===== src/fspa_pkg.sv =====
package fspa_pkg;

    // ------------------------------------------------------------
    // bus geometry
    // ------------------------------------------------------------
    localparam int ADDR_W = 19;
    localparam int DATA_W = 8;

    // ------------------------------------------------------------
    // identification addressing
    // ------------------------------------------------------------
    localparam logic [18:0] ID_OFS_MFR  = 19'h0_0000;
    localparam logic [18:0] ID_OFS_DEV  = 19'h0_0001;
    localparam logic [18:0] ID_OFS_PROT = 19'h0_0002;
    localparam int          SECT_LSB    = 13;
    localparam logic [7:0]  PROT_SET    = 8'h01;
    localparam logic [7:0]  PROT_CLR    = 8'h00;

    // ------------------------------------------------------------
    // command cycles (address, data)
    // ------------------------------------------------------------
    localparam logic [18:0] UNLOCK1_ADDR = 19'h0_0555;
    localparam logic [7:0]  UNLOCK1_DATA = 8'hAA;
    localparam logic [18:0] UNLOCK2_ADDR = 19'h0_02AA;
    localparam logic [7:0]  UNLOCK2_DATA = 8'h55;
    localparam logic [7:0]  CMD_AUTOSEL  = 8'h90;
    localparam logic [7:0]  CMD_PROGRAM  = 8'hA0;
    localparam logic [7:0]  CMD_ERASE    = 8'h80;
    localparam logic [7:0]  CMD_SECT_ERA = 8'h30;
    localparam logic [7:0]  CMD_CHIP_ERA = 8'h10;
    localparam logic [7:0]  CMD_RESET    = 8'hF0;

    // ------------------------------------------------------------
    // bus timing, in cycles of clk_i (8 ns)
    // ------------------------------------------------------------
    localparam int CLK_NS      = 8;
    localparam int SETUP_NS    = 16;
    localparam int STROBE_NS   = 48;
    localparam int SETUP_CYC   = (SETUP_NS + CLK_NS - 1) / CLK_NS;
    localparam int STROBE_CYC  = (STROBE_NS + CLK_NS - 1) / CLK_NS;

    // ------------------------------------------------------------
    // host requests
    // ------------------------------------------------------------
    typedef enum logic [2:0] {
        FSPA_OP_READ,
        FSPA_OP_PROGRAM,
        FSPA_OP_SECT_ERASE,
        FSPA_OP_CHIP_ERASE,
        FSPA_OP_ID_ENTER,
        FSPA_OP_ID_EXIT,
        FSPA_OP_HV_ID_READ
    } fspa_op_t;

    typedef struct packed {
        fspa_op_t    op;
        logic [18:0] addr;
        logic [7:0]  data;
    } fspa_req_t;

    // pins driven toward the flash
    typedef struct packed {
        logic        chip_sel_n;
        logic        out_gate_n;
        logic        wr_strobe_n;
        logic [18:0] addr;
        logic [7:0]  dq_out;
        logic        dq_oe;
        logic        id_level_en;
    } fspa_pins_t;

endpackage


===== src/fspa_host.sv =====
`timescale 1ns/1ns
module fspa_host
#(
    parameter bit TOP_BOOT = 1'b1
)
(
    // clock and reset
    input  wire logic                 clk_i,
    input  wire logic                 reset_n_i,
    // request
    input  wire logic                 req_valid_i,
    input  fspa_pkg::fspa_req_t       req_i,
    output logic                      req_ready_o,
    // answer
    output logic                      rsp_valid_o,
    output logic [7:0]                rsp_data_o,
    output logic [3:0]                rsp_sector_o,
    output logic                      id_mode_o,
    // supply status and temporary unprotect
    input  wire logic                 supply_low_i,
    input  wire logic                 unprot_req_i,
    output logic                      reset_id_level_o,
    // flash pins
    input  wire logic [7:0]           dq_i,
    output fspa_pkg::fspa_pins_t      pins_o
);

    typedef enum logic [1:0] {FSPA_IDLE, FSPA_RUN, FSPA_ANSWER} fspa_st_t;

    // ------------------------------------------------------------
    // sector decode
    // ------------------------------------------------------------
    // mirrors the device layout so callers can see which sector a
    // program or erase will land in, and hence which protection bit
    function automatic logic [3:0] sector_of(input logic [18:0] a, input logic top);
        logic [5:0] u;
        u = a[18:fspa_pkg::SECT_LSB];
        if (top)
        begin
            if (u[5:3] != 3'b111)      sector_of = {1'b0, u[5:3]};
            else if (!u[2])            sector_of = 4'h7;
            else if (u[1:0] == 2'b00)  sector_of = 4'h8;
            else if (u[1:0] == 2'b01)  sector_of = 4'h9;
            else                       sector_of = 4'hA;
        end
        else
        begin
            if (u[5:3] != 3'b000)      sector_of = 4'(u[5:3]) + 4'h3;
            else if (u[2])             sector_of = 4'h3;
            else if (!u[1])            sector_of = 4'h0;
            else if (!u[0])            sector_of = 4'h1;
            else                       sector_of = 4'h2;
        end
    endfunction

    fspa_st_t             st;
    fspa_st_t             next_st;
    logic [2:0]           step;
    logic [2:0]           next_step;
    logic [2:0]           nsteps;
    logic [2:0]           next_nsteps;
    fspa_pkg::fspa_req_t  cur;
    fspa_pkg::fspa_req_t  next_cur;
    logic                 idm;
    logic                 next_idm;
    logic [7:0]           next_rsp_data;
    logic [3:0]           next_rsp_sector;
    logic                 cyc_start;
    logic                 cyc_write;
    logic [18:0]          cyc_addr;
    logic [7:0]           cyc_data;
    logic                 cyc_done;
    logic [7:0]           cyc_rdata;
    logic                 cyc_done_pending;
    logic                 next_pending;

    // ------------------------------------------------------------
    // per-step cycle contents
    // ------------------------------------------------------------
    // every program and erase goes out behind its own unlock pair;
    // erase repeats the pair before the final command
    always_comb
    begin
        cyc_write = 1'b1;
        cyc_addr  = fspa_pkg::UNLOCK1_ADDR;
        cyc_data  = fspa_pkg::UNLOCK1_DATA;
        case (cur.op)
            fspa_pkg::FSPA_OP_READ,
            fspa_pkg::FSPA_OP_HV_ID_READ:
            begin
                cyc_write = 1'b0;
                cyc_addr  = cur.addr;
            end
            fspa_pkg::FSPA_OP_ID_EXIT:
                cyc_data = fspa_pkg::CMD_RESET;
            default:
            begin
                if (step == 3'd1 || step == 3'd4)
                begin
                    cyc_addr = fspa_pkg::UNLOCK2_ADDR;
                    cyc_data = fspa_pkg::UNLOCK2_DATA;
                end
                else if (step == 3'd2)
                begin
                    case (cur.op)
                        fspa_pkg::FSPA_OP_ID_ENTER: cyc_data = fspa_pkg::CMD_AUTOSEL;
                        fspa_pkg::FSPA_OP_PROGRAM:  cyc_data = fspa_pkg::CMD_PROGRAM;
                        default:                    cyc_data = fspa_pkg::CMD_ERASE;
                    endcase
                end
                // erase reuses step 3 for its second unlock pair
                else if (step == 3'd3 && cur.op == fspa_pkg::FSPA_OP_PROGRAM)
                begin
                    cyc_addr = cur.addr;
                    cyc_data = cur.data;
                end
                else if (step == 3'd5)
                begin
                    // chip erase goes to the unlock address, not the caller's
                    if (cur.op == fspa_pkg::FSPA_OP_SECT_ERASE)
                    begin
                        cyc_addr = cur.addr;
                        cyc_data = fspa_pkg::CMD_SECT_ERA;
                    end
                    else
                        cyc_data = fspa_pkg::CMD_CHIP_ERA;
                end
            end
        endcase
    end

    // ------------------------------------------------------------
    // request sequencing
    // ------------------------------------------------------------
    always_comb
    begin
        next_st         = st;
        next_step       = step;
        next_nsteps     = nsteps;
        next_cur        = cur;
        next_idm        = idm;
        next_rsp_data   = rsp_data_o;
        next_rsp_sector = rsp_sector_o;
        cyc_start       = 1'b0;
        case (st)
            FSPA_IDLE:
            begin
                // writes are pointless below lockout, so hold back every request, reads included
                if (req_valid_i && !supply_low_i)
                begin
                    next_cur        = req_i;
                    next_step       = 3'd0;
                    next_rsp_sector = sector_of(req_i.addr, TOP_BOOT);
                    case (req_i.op)
                        fspa_pkg::FSPA_OP_READ,
                        fspa_pkg::FSPA_OP_HV_ID_READ,
                        fspa_pkg::FSPA_OP_ID_EXIT:      next_nsteps = 3'd1;
                        fspa_pkg::FSPA_OP_ID_ENTER:     next_nsteps = 3'd3;
                        fspa_pkg::FSPA_OP_PROGRAM:      next_nsteps = 3'd4;
                        default:                        next_nsteps = 3'd6;
                    endcase
                    next_st = FSPA_RUN;
                end
            end
            FSPA_RUN:
            begin
                cyc_start = (step != nsteps) && !cyc_done_pending;
                if (cyc_done)
                begin
                    next_step = step + 3'd1;
                    if (step + 3'd1 == nsteps)
                    begin
                        next_rsp_data = cyc_rdata;
                        if (cur.op == fspa_pkg::FSPA_OP_ID_ENTER)
                            next_idm = 1'b1;
                        else if (cur.op == fspa_pkg::FSPA_OP_ID_EXIT)
                            next_idm = 1'b0;
                        next_st = FSPA_ANSWER;
                    end
                end
            end
            FSPA_ANSWER:
                next_st = FSPA_IDLE;
            default:
                next_st = FSPA_IDLE;
        endcase
    end

    // one cycle in flight at a time
    always_comb
    begin
        next_pending = cyc_done_pending;
        if (cyc_start)
            next_pending = 1'b1;
        else if (cyc_done)
            next_pending = 1'b0;
    end

    always_ff @(posedge clk_i)
    begin
        if (!reset_n_i)
        begin
            st               <= FSPA_IDLE;
            step             <= 3'd0;
            nsteps           <= 3'd0;
            cur              <= '0;
            idm              <= 1'b0;
            rsp_data_o       <= 8'h00;
            rsp_sector_o     <= 4'h0;
            cyc_done_pending <= 1'b0;
            reset_id_level_o <= 1'b0;
        end
        else
        begin
            st               <= next_st;
            step             <= next_step;
            nsteps           <= next_nsteps;
            cur              <= next_cur;
            idm              <= next_idm;
            rsp_data_o       <= next_rsp_data;
            rsp_sector_o     <= next_rsp_sector;
            cyc_done_pending <= next_pending;
            // elevated level on the reset pin while asked
            reset_id_level_o <= unprot_req_i;
        end
    end

    // handshake outputs
    assign req_ready_o = (st == FSPA_IDLE) && !supply_low_i;
    assign rsp_valid_o = (st == FSPA_ANSWER);
    assign id_mode_o   = idm;

    // ------------------------------------------------------------
    // pin cycle engine
    // ------------------------------------------------------------
    fspa_cycle u_cycle
    (
        .clk_i     (clk_i),
        .reset_n_i (reset_n_i),
        .start_i   (cyc_start),
        .write_i   (cyc_write),
        .addr_i    (cyc_addr),
        .data_i    (cyc_data),
        .hv_i      (cur.op == fspa_pkg::FSPA_OP_HV_ID_READ),
        .done_o    (cyc_done),
        .rdata_o   (cyc_rdata),
        .dq_i      (dq_i),
        .pins_o    (pins_o)
    );

    // ------------------------------------------------------------
    // assertions
    // ------------------------------------------------------------
    a_unlock_first: assert property (@(posedge clk_i) disable iff (!reset_n_i)
        cyc_start && cyc_write && step == 3'd0
        && cur.op inside {fspa_pkg::FSPA_OP_PROGRAM, fspa_pkg::FSPA_OP_SECT_ERASE}
        |-> cyc_addr == fspa_pkg::UNLOCK1_ADDR && cyc_data == fspa_pkg::UNLOCK1_DATA)
        else $error("program or erase not led by unlock cycle");
    a_erase_relock: assert property (@(posedge clk_i) disable iff (!reset_n_i)
        cyc_start && step == 3'd3
        && cur.op inside {fspa_pkg::FSPA_OP_SECT_ERASE, fspa_pkg::FSPA_OP_CHIP_ERASE}
        |-> cyc_addr == fspa_pkg::UNLOCK1_ADDR && cyc_data == fspa_pkg::UNLOCK1_DATA)
        else $error("erase command not led by second unlock pair");
    a_no_write_lockout: assert property (@(posedge clk_i) disable iff (!reset_n_i)
        supply_low_i && st == FSPA_IDLE |=> st == FSPA_IDLE)
        else $error("request taken during supply lockout");
    a_id_exit_reset: assert property (@(posedge clk_i) disable iff (!reset_n_i)
        $fell(idm) |-> $past(cur.op) == fspa_pkg::FSPA_OP_ID_EXIT)
        else $error("id mode left without reset command");
    a_hv_only_read: assert property (@(posedge clk_i) disable iff (!reset_n_i)
        pins_o.id_level_en |-> !pins_o.dq_oe)
        else $error("elevated id level during a write");
    a_answer_one: assert property (@(posedge clk_i) disable iff (!reset_n_i)
        rsp_valid_o |=> !rsp_valid_o)
        else $error("answer held over two cycles");

    c_program:  cover property (@(posedge clk_i) rsp_valid_o && cur.op == fspa_pkg::FSPA_OP_PROGRAM);
    c_id_enter: cover property (@(posedge clk_i) $rose(idm));
    c_hv_read:  cover property (@(posedge clk_i) rsp_valid_o && cur.op == fspa_pkg::FSPA_OP_HV_ID_READ);
    c_erase:    cover property (@(posedge clk_i) rsp_valid_o && cur.op == fspa_pkg::FSPA_OP_SECT_ERASE);

endmodule // fspa_host


===== src/fspa_cycle.sv =====
`timescale 1ns/1ns
// single bus cycle engine: one read or one write on the flash pins
module fspa_cycle
(
    // clock and reset
    input  wire logic                clk_i,
    input  wire logic                reset_n_i,
    // cycle request
    input  wire logic                start_i,
    input  wire logic                write_i,
    input  wire logic [18:0]         addr_i,
    input  wire logic [7:0]          data_i,
    input  wire logic                hv_i,
    output logic                     done_o,
    output logic [7:0]               rdata_o,
    // flash pins
    input  wire logic [7:0]          dq_i,
    output fspa_pkg::fspa_pins_t     pins_o
);

    typedef enum logic [1:0] {FSPA_C_IDLE, FSPA_C_SETUP, FSPA_C_STROBE, FSPA_C_HOLD} fspa_cst_t;

    fspa_cst_t            st;
    fspa_cst_t            next_st;
    logic [3:0]           cnt;
    logic [3:0]           next_cnt;
    fspa_pkg::fspa_pins_t next_pins;
    logic [7:0]           next_rdata;
    logic                 next_done;

    // ------------------------------------------------------------
    // cycle sequencing
    // ------------------------------------------------------------
    // address settles before strobes fall, so the later falling edge
    // (write strobe) latches a stable address and its rising edge,
    // ending before chip select rises, latches the data
    always_comb
    begin
        next_st    = st;
        next_cnt   = cnt;
        next_pins  = pins_o;
        next_rdata = rdata_o;
        next_done  = 1'b0;
        case (st)
            FSPA_C_IDLE:
            begin
                if (start_i)
                begin
                    next_pins.addr        = addr_i;
                    next_pins.dq_out      = data_i;
                    next_pins.dq_oe       = write_i;
                    next_pins.id_level_en = hv_i;
                    next_pins.chip_sel_n  = 1'b0;
                    next_cnt              = 4'(fspa_pkg::SETUP_CYC);
                    next_st               = FSPA_C_SETUP;
                end
            end
            FSPA_C_SETUP:
            begin
                if (cnt > 4'h1)
                    next_cnt = cnt - 4'h1;
                else
                begin
                    // out gate stays high throughout a write
                    if (next_pins.dq_oe)
                        next_pins.wr_strobe_n = 1'b0;
                    else
                        next_pins.out_gate_n = 1'b0;
                    next_cnt = 4'(fspa_pkg::STROBE_CYC);
                    next_st  = FSPA_C_STROBE;
                end
            end
            FSPA_C_STROBE:
            begin
                if (cnt > 4'h1)
                    next_cnt = cnt - 4'h1;
                else
                begin
                    if (!pins_o.dq_oe)
                        next_rdata = dq_i;
                    next_pins.wr_strobe_n = 1'b1;
                    next_pins.out_gate_n  = 1'b1;
                    next_st               = FSPA_C_HOLD;
                end
            end
            FSPA_C_HOLD:
            begin
                next_pins.chip_sel_n  = 1'b1;
                next_pins.dq_oe       = 1'b0;
                next_pins.id_level_en = 1'b0;
                next_done             = 1'b1;
                next_st               = FSPA_C_IDLE;
            end
            default:
                next_st = FSPA_C_IDLE;
        endcase
    end

    // registers only
    always_ff @(posedge clk_i)
    begin
        if (!reset_n_i)
        begin
            st      <= FSPA_C_IDLE;
            cnt     <= 4'h0;
            rdata_o <= 8'h00;
            done_o  <= 1'b0;
            pins_o  <= '{chip_sel_n: 1'b1, out_gate_n: 1'b1, wr_strobe_n: 1'b1,
                         addr: 19'h0_0000, dq_out: 8'h00, dq_oe: 1'b0,
                         id_level_en: 1'b0};
        end
        else
        begin
            st      <= next_st;
            cnt     <= next_cnt;
            rdata_o <= next_rdata;
            done_o  <= next_done;
            pins_o  <= next_pins;
        end
    end

    // ------------------------------------------------------------
    // assertions
    // ------------------------------------------------------------
    a_write_gate_high: assert property (@(posedge clk_i) disable iff (!reset_n_i)
        !pins_o.wr_strobe_n |-> pins_o.out_gate_n && !pins_o.chip_sel_n)
        else $error("write strobe low with out gate low or chip deselected");
    a_gate_not_driven: assert property (@(posedge clk_i) disable iff (!reset_n_i)
        !pins_o.out_gate_n |-> !pins_o.dq_oe)
        else $error("host drives data while out gate is low");
    a_addr_stable_strobe: assert property (@(posedge clk_i) disable iff (!reset_n_i)
        !pins_o.wr_strobe_n && $past(!pins_o.wr_strobe_n) |-> $stable(pins_o.addr))
        else $error("address moved during write strobe");
    a_strobe_ends_first: assert property (@(posedge clk_i) disable iff (!reset_n_i)
        $rose(pins_o.wr_strobe_n) |-> !pins_o.chip_sel_n && pins_o.dq_oe)
        else $error("data not held when write strobe rises");

endmodule // fspa_cycle


===== config.mk =====
export PLATFORM = sky130hd
export DESIGN_NAME = fspa_host
export DESIGN_NICKNAME = d
export VERILOG_FILES = /design/src/fspa_pkg.sv /design/src/fspa_host.sv /design/src/fspa_cycle.sv
export SDC_FILE = /design/constraint.sdc
export NUM_CORES = 1
export LEC_CHECK = 0
export ABC_AREA = 1
export BUFFER_PORTS_ARGS = -buffer_cell sky130_fd_sc_hd__clkbuf_2
export CORE_ASPECT_RATIO = 0.8
export CORE_MARGIN = 2
export CORE_UTILIZATION = 60
export CTS_CLUSTER_DIAMETER = 200
export DETAILED_ROUTE_END_ITERATION = 8
export HOLD_SLACK_MARGIN = 0.08
export PLACE_DENSITY = 0.87
export SLEW_MARGIN = 15
export SYNTH_ARGS = -nofsm -noshare
export SYNTH_HDL_FRONTEND = slang
export SYNTH_HIERARCHICAL = 1
export SYNTH_SLANG_ARGS = --single-unit

===== constraint.sdc =====
create_clock -name clk_i -period 3 [get_ports clk_i]
set_input_delay 0.15 -clock clk_i [delete_from_list [all_inputs] [get_ports clk_i]]
set_output_delay 0.15 -clock clk_i [all_outputs]
set_load 0.02 [all_outputs]

# Word-level counts from Yosys, hierarchy flattened
# Cells that the tools add are included.
[classes]
addsub = 2
n_mul = 0
div = 0
n_lt_le_gt_ge = 1
eq_ne = 32
n_shift = 0
muxes = 48
n_bitwise = 2
n_reduce_logical = 32
[ops]
columns = ["operator", "n"]
rows = [
  ["19-bit 2-to-1 mux", 5],
  ["19-bit case mux with 2 select lines", 1],
  ["8-bit 2-to-1 mux", 4],
  ["3-bit == test (second input constant)", 8],
  ["2-bit 2-to-1 mux", 10],
  ["4-bit 2-to-1 mux", 5],
  ["3-bit AND reduction", 6],
  ["8-bit case mux with 2 select lines", 1],
  ["2-bit != test (second input constant)", 6],
  ["2-bit case mux with 2 select lines", 3],
  ["4-bit case mux with 3 select lines", 1],
  ["6-bit case mux with 2 select lines", 1],
  ["4-bit AND reduction", 3],
  ["1-bit 2-to-1 mux", 10],
  ["2-bit nonzero test", 5],
  ["3-bit by 1-bit == test with 1-bit output (second input constant)", 3],
  ["3-bit by 2-bit == test with 1-bit output (second input constant)", 3],
  ["3-bit case mux with 3 select lines", 1],
  ["2-bit case mux with 4 select lines", 1],
  ["2-bit by 1-bit == test with 1-bit output (second input constant)", 3],
  ["2-bit == test (second input constant)", 3],
  ["2-bit logical NOT", 3],
  ["3-bit logical NOT", 2],
  ["3-bit 2-to-1 mux", 2],
  ["other kinds (18)", 27],
]
[totals]
ff_bits = 100
latchBits = 0
mem_bits_rw = 0
rom_bits = 0
in_bits = 43
out_inout_bits = 48
elab_cells = 139
mem_count = 0

# Longest topological paths before layout
[logic_depth]
word_depth = 7
mapped_depth = 13
depth_no_buf = 12

# Cells and area by module
# Netlist, hierarchy kept.
[modules_own_cells]
columns = ["module", "instances", "cells_per_inst", "area_each_um2", "seq_area_each_um2"]
rows = [
  ["fspa_host", 1, 408, 2793.9, 1061.0],
  ["fspa_cycle", 1, 253, 1940.6, 940.9],
]

# Worst setup path after synthesis
# OpenSTA, ideal clock, no wires.
[synth_timing]
path_type = "register to register"
start = "register step[0]"
end = "register rsp_data_o[0]"
setup_time_ns = 0.132
t_arrival_ns = 1.491
t_required_ns = 2.868
slack_ns = 1.377
path_stages_with_launch = 10
n_path_buf = 0
synth_period_minus_slack_ns = 1.623
path_cell_list = "dfxtp_1 > inv_1 > ha_1 > inv_1 > a21oi_1 > nand2_1 > nor2_4 > nand2_2 > nand2_1 > a21oi_1"
[synth_between]
elab_chain_len = 3
[synth_lines]
columns = ["item", "line", "text"]
rows = [
  ["from (decl)", "fspa_host.sv:58", "logic [2:0] step;"],
  ["from (signal assigned)", "fspa_host.sv:216", "step <= next_step;"],
  ["3-bit by 1-bit adder with 3-bit output", "fspa_host.sv:171", "if (step + 3'd1 == nsteps)"],
  ["3-bit == test", "fspa_host.sv:171", ""],
  ["3-bit AND reduction (no line)", "--", ""],
  ["to (signal assigned)", "fspa_host.sv:220", "rsp_data_o <= next_rsp_data;"],
  ["to (decl)", "fspa_host.sv:16", "output logic [7:0] rsp_data_o,"],
]
# Every way passes these cells.
# A chain may end at the register's enable or synchronous reset.

==> flow_summary.ini <==
[setup_path]
worstPathMaxFanout = 29
r2r_start = st[0]
worstPathCellList = inv_2, nor2_4, inv_1, nor2_1, nand2_1, inv_1, nand2_2, inv_4, nand3_1, a21oi_1
crit_path_start = st[0]
cpPeakStageDelay_ns = 0.39
arrival_ns = 2.39
cp_common_cell = inv_1
critPathCaptureType = flip-flop
cp-start-kind = flip-flop
critical_path_class = reg2reg
crit_buf_inv = 4
cp_top_family = simple AND/OR/NAND/NOR gates
cp_slowest_cell = inv_4
crit_required_ns = 3.30

[sta]
fin_crit_sh = 0.697
finalSetupTns_ns = 0
hold_viol_final = 0
fin_ws_ns = 0.910
fmax_mhz = 479
rsz0062_at_grt = false
fin_crit_ns = 2.09
setup_violations = 0
drv_slew = 0
worst_slew_pin_slew_ns = 0.688
fin_skew_ns = 0.00986
slew-limit-headroom = 0.541

[power]
ir_drop_v = 0.000431
cellPowerDensity_nw_per_um2 = 559
cellLeakagePower_nw = 2.60

[routing]
finalWirelength_mm = 12.5
post_drt_wl_per_cell_um = 14.2
viasPerCell = 5.35
first_pass_iters = 6
drc = 0
vias = 4714
drtIter0Drc = 398
ant_nets = 0

[yosys]
syn_avg_cell_area_um2 = 7.16
netlist.area_leader.share = 0.423
yosysSeqAreaShare = 0.423
yosys_warnings = 6
syn-cell-area_um2 = 4730
ys.flop_type = dfxtp_1
async_reset_ff_frac = 0
synth.distinct_cells = 37
yosys_register_bits = 100
synthCells = 661
yosysTopAreaCell = dfxtp_1
synth_edf_count = 0
syn_nets = 716
synthTopCellsByArea = dfxtp_1 42%, nand2_1 10%, nor2_1 10%

[cts]
htreeDepth = 3
cts_tree = built
clock_sinks = 100
clkLatencyLatePin_ns = 0.37
clock-root-buffer = clkbuf_8
clock_path_buffers = 2
cts_setup_buffers = 0
cts_buffers = 9
clkTransAtPathRegs_ns = 0.10

[placement]
port_buffers = 90
dp_hpwl_mm = 8.38
place_congestion = 0.882
pre_cts_ws_ns = 0.959

[floorplan]
dieArea_um2 = 8620
fp-row-count = 28
start_util = 0.629
coreArea_um2 = 7530
die_x_um = 103
pin_count = 91
die_h_um = 83.5

[global_route]
overflow = 0
grt_usage = 0.296
grt_start_max_net_pins = 76
grt_pass1_wl_mm = 20.5
grt_antenna_before_repair = 0
grt_pass1_vias = 4237

[worst_hold_path]
worstHoldStart = req_i[19]
min_path_type = in2reg

[finish]
area_delta_synth_final_pct = 21.0
n_fill_cell = 570
final_common_cell = nand2_1
num-nets-final = 825
final_cell_mix = 130 x nand2_1, 128 x nor2_1, 100 x dfxtp_1, 90 x clkbuf_2, 78 x o21ai_0
drive_gt1_frac = 0.194

[run]
max_cap_viol_count = 0

[status]
status = completed
-- tightest hold or removal path, stage by stage --
cell      delay, ns
clkbuf_2       0.07
o21ai_0        0.08
a21oi_1        0.11
-- repair_timing --
action / in CTS / in global routing
hold endpoints to repair: 35 / 0
hold buffers: 34 / 0
resized for setup: 0 / 0
-- registers in the layout (all words and copies together), names as in the netlist --
register,cells
st,2
u_cycle/cnt,4
nsteps,3
rsp_sector_o,4
step,3
cyc_done_pending,1
u_cycle/pins_o,32
reset_id_level_o,1
cur,30
u_cycle/st,2
u_cycle/done_o,1
rsp_data_o,8
u_cycle/rdata_o,8
id_mode_o,1
-- worst paths after layout --
path,cells past startpoint,slack (ns),to
worst max-delay path,10,0.91,u_cycle/pins_o[1]
worst min-delay path,3,0.09,cur[19]
worst max register to register,10,0.91,u_cycle/pins_o[1]
worst min register to register,2,0.47,rsp_data_o[4]
-- through the flow --
step / power [mW] / cells / area [um^2] / util / hold WS [ns]
after floorplan: 2.01 / 661 / 4730 / - / 0.248
after global placement: 2.15 / 830 / 5150 / 0.684 / 0.333
after detailed placement: 2.20 / 830 / 5150 / 0.684 / 0.348
after CTS: 3.20 / 880 / 5720 / 0.760 / 0.0866
after global routing: 3.37 / 880 / 5720 / 0.760 / 0.108
final: 3.20 / 881 / 5730 / 0.760 / 0.0901
-- cell usage after synthesis, types with 2 or more instances --
library cell  number
a21oi_1           37
buf_12             2
buf_2              5
buf_4              5
buf_6              2
clkbuf_1          11
clkbuf_2           2
dfxtp_1          100
ha_1              12
inv_1             44
inv_2              9
nand2_1          130
nand2_2            2
nand3_1           35
nand3_2            2
nand4_1           12
nor2_1           128
nor2_2            15
nor2_4             5
nor3_1             2
o211ai_1           6
o21ai_0           78
o21ai_4            2
xnor2_1            2
-- cell families after synthesis --
family / share of synthesized area
flip-flops: 0.423
buffers and inverters: 0.0814
adder cells (fa/ha/maj): 0.0317
XOR/XNOR: 0.00370
AO/OA/AOI/OAI: 0.146
AND/OR/NAND/NOR: 0.314
-- layout make-up --
class                      instances  area (um^2)  share of cell area
inverter                          54          205              0.0358
timing repair buffer             126          806               0.141
multi-input combinational        479         2350               0.410
tap                              105          131              0.0229
clock buffer                      10          138              0.0240
antenna                            1         2.50            0.000437
sequential                       100         2000               0.350
clock inverter                     6         95.1              0.0166
-- where the power goes --
part,internal (mW),switching [mW]
sequential,1.43,0.0809
clock,0.502,0.482
combinational,0.249,0.458
-- layer usage --
layer  track usage  wire (um)  vias to the layer above
met2         0.433       5490                      224
met3        0.0704       1030                       22
met5             0          0                        -
met1         0.447       5750                     2112
li1              -          -                     2356
met4        0.0550        197                        0
No activity file was read; power rests on OpenSTA's default activity.
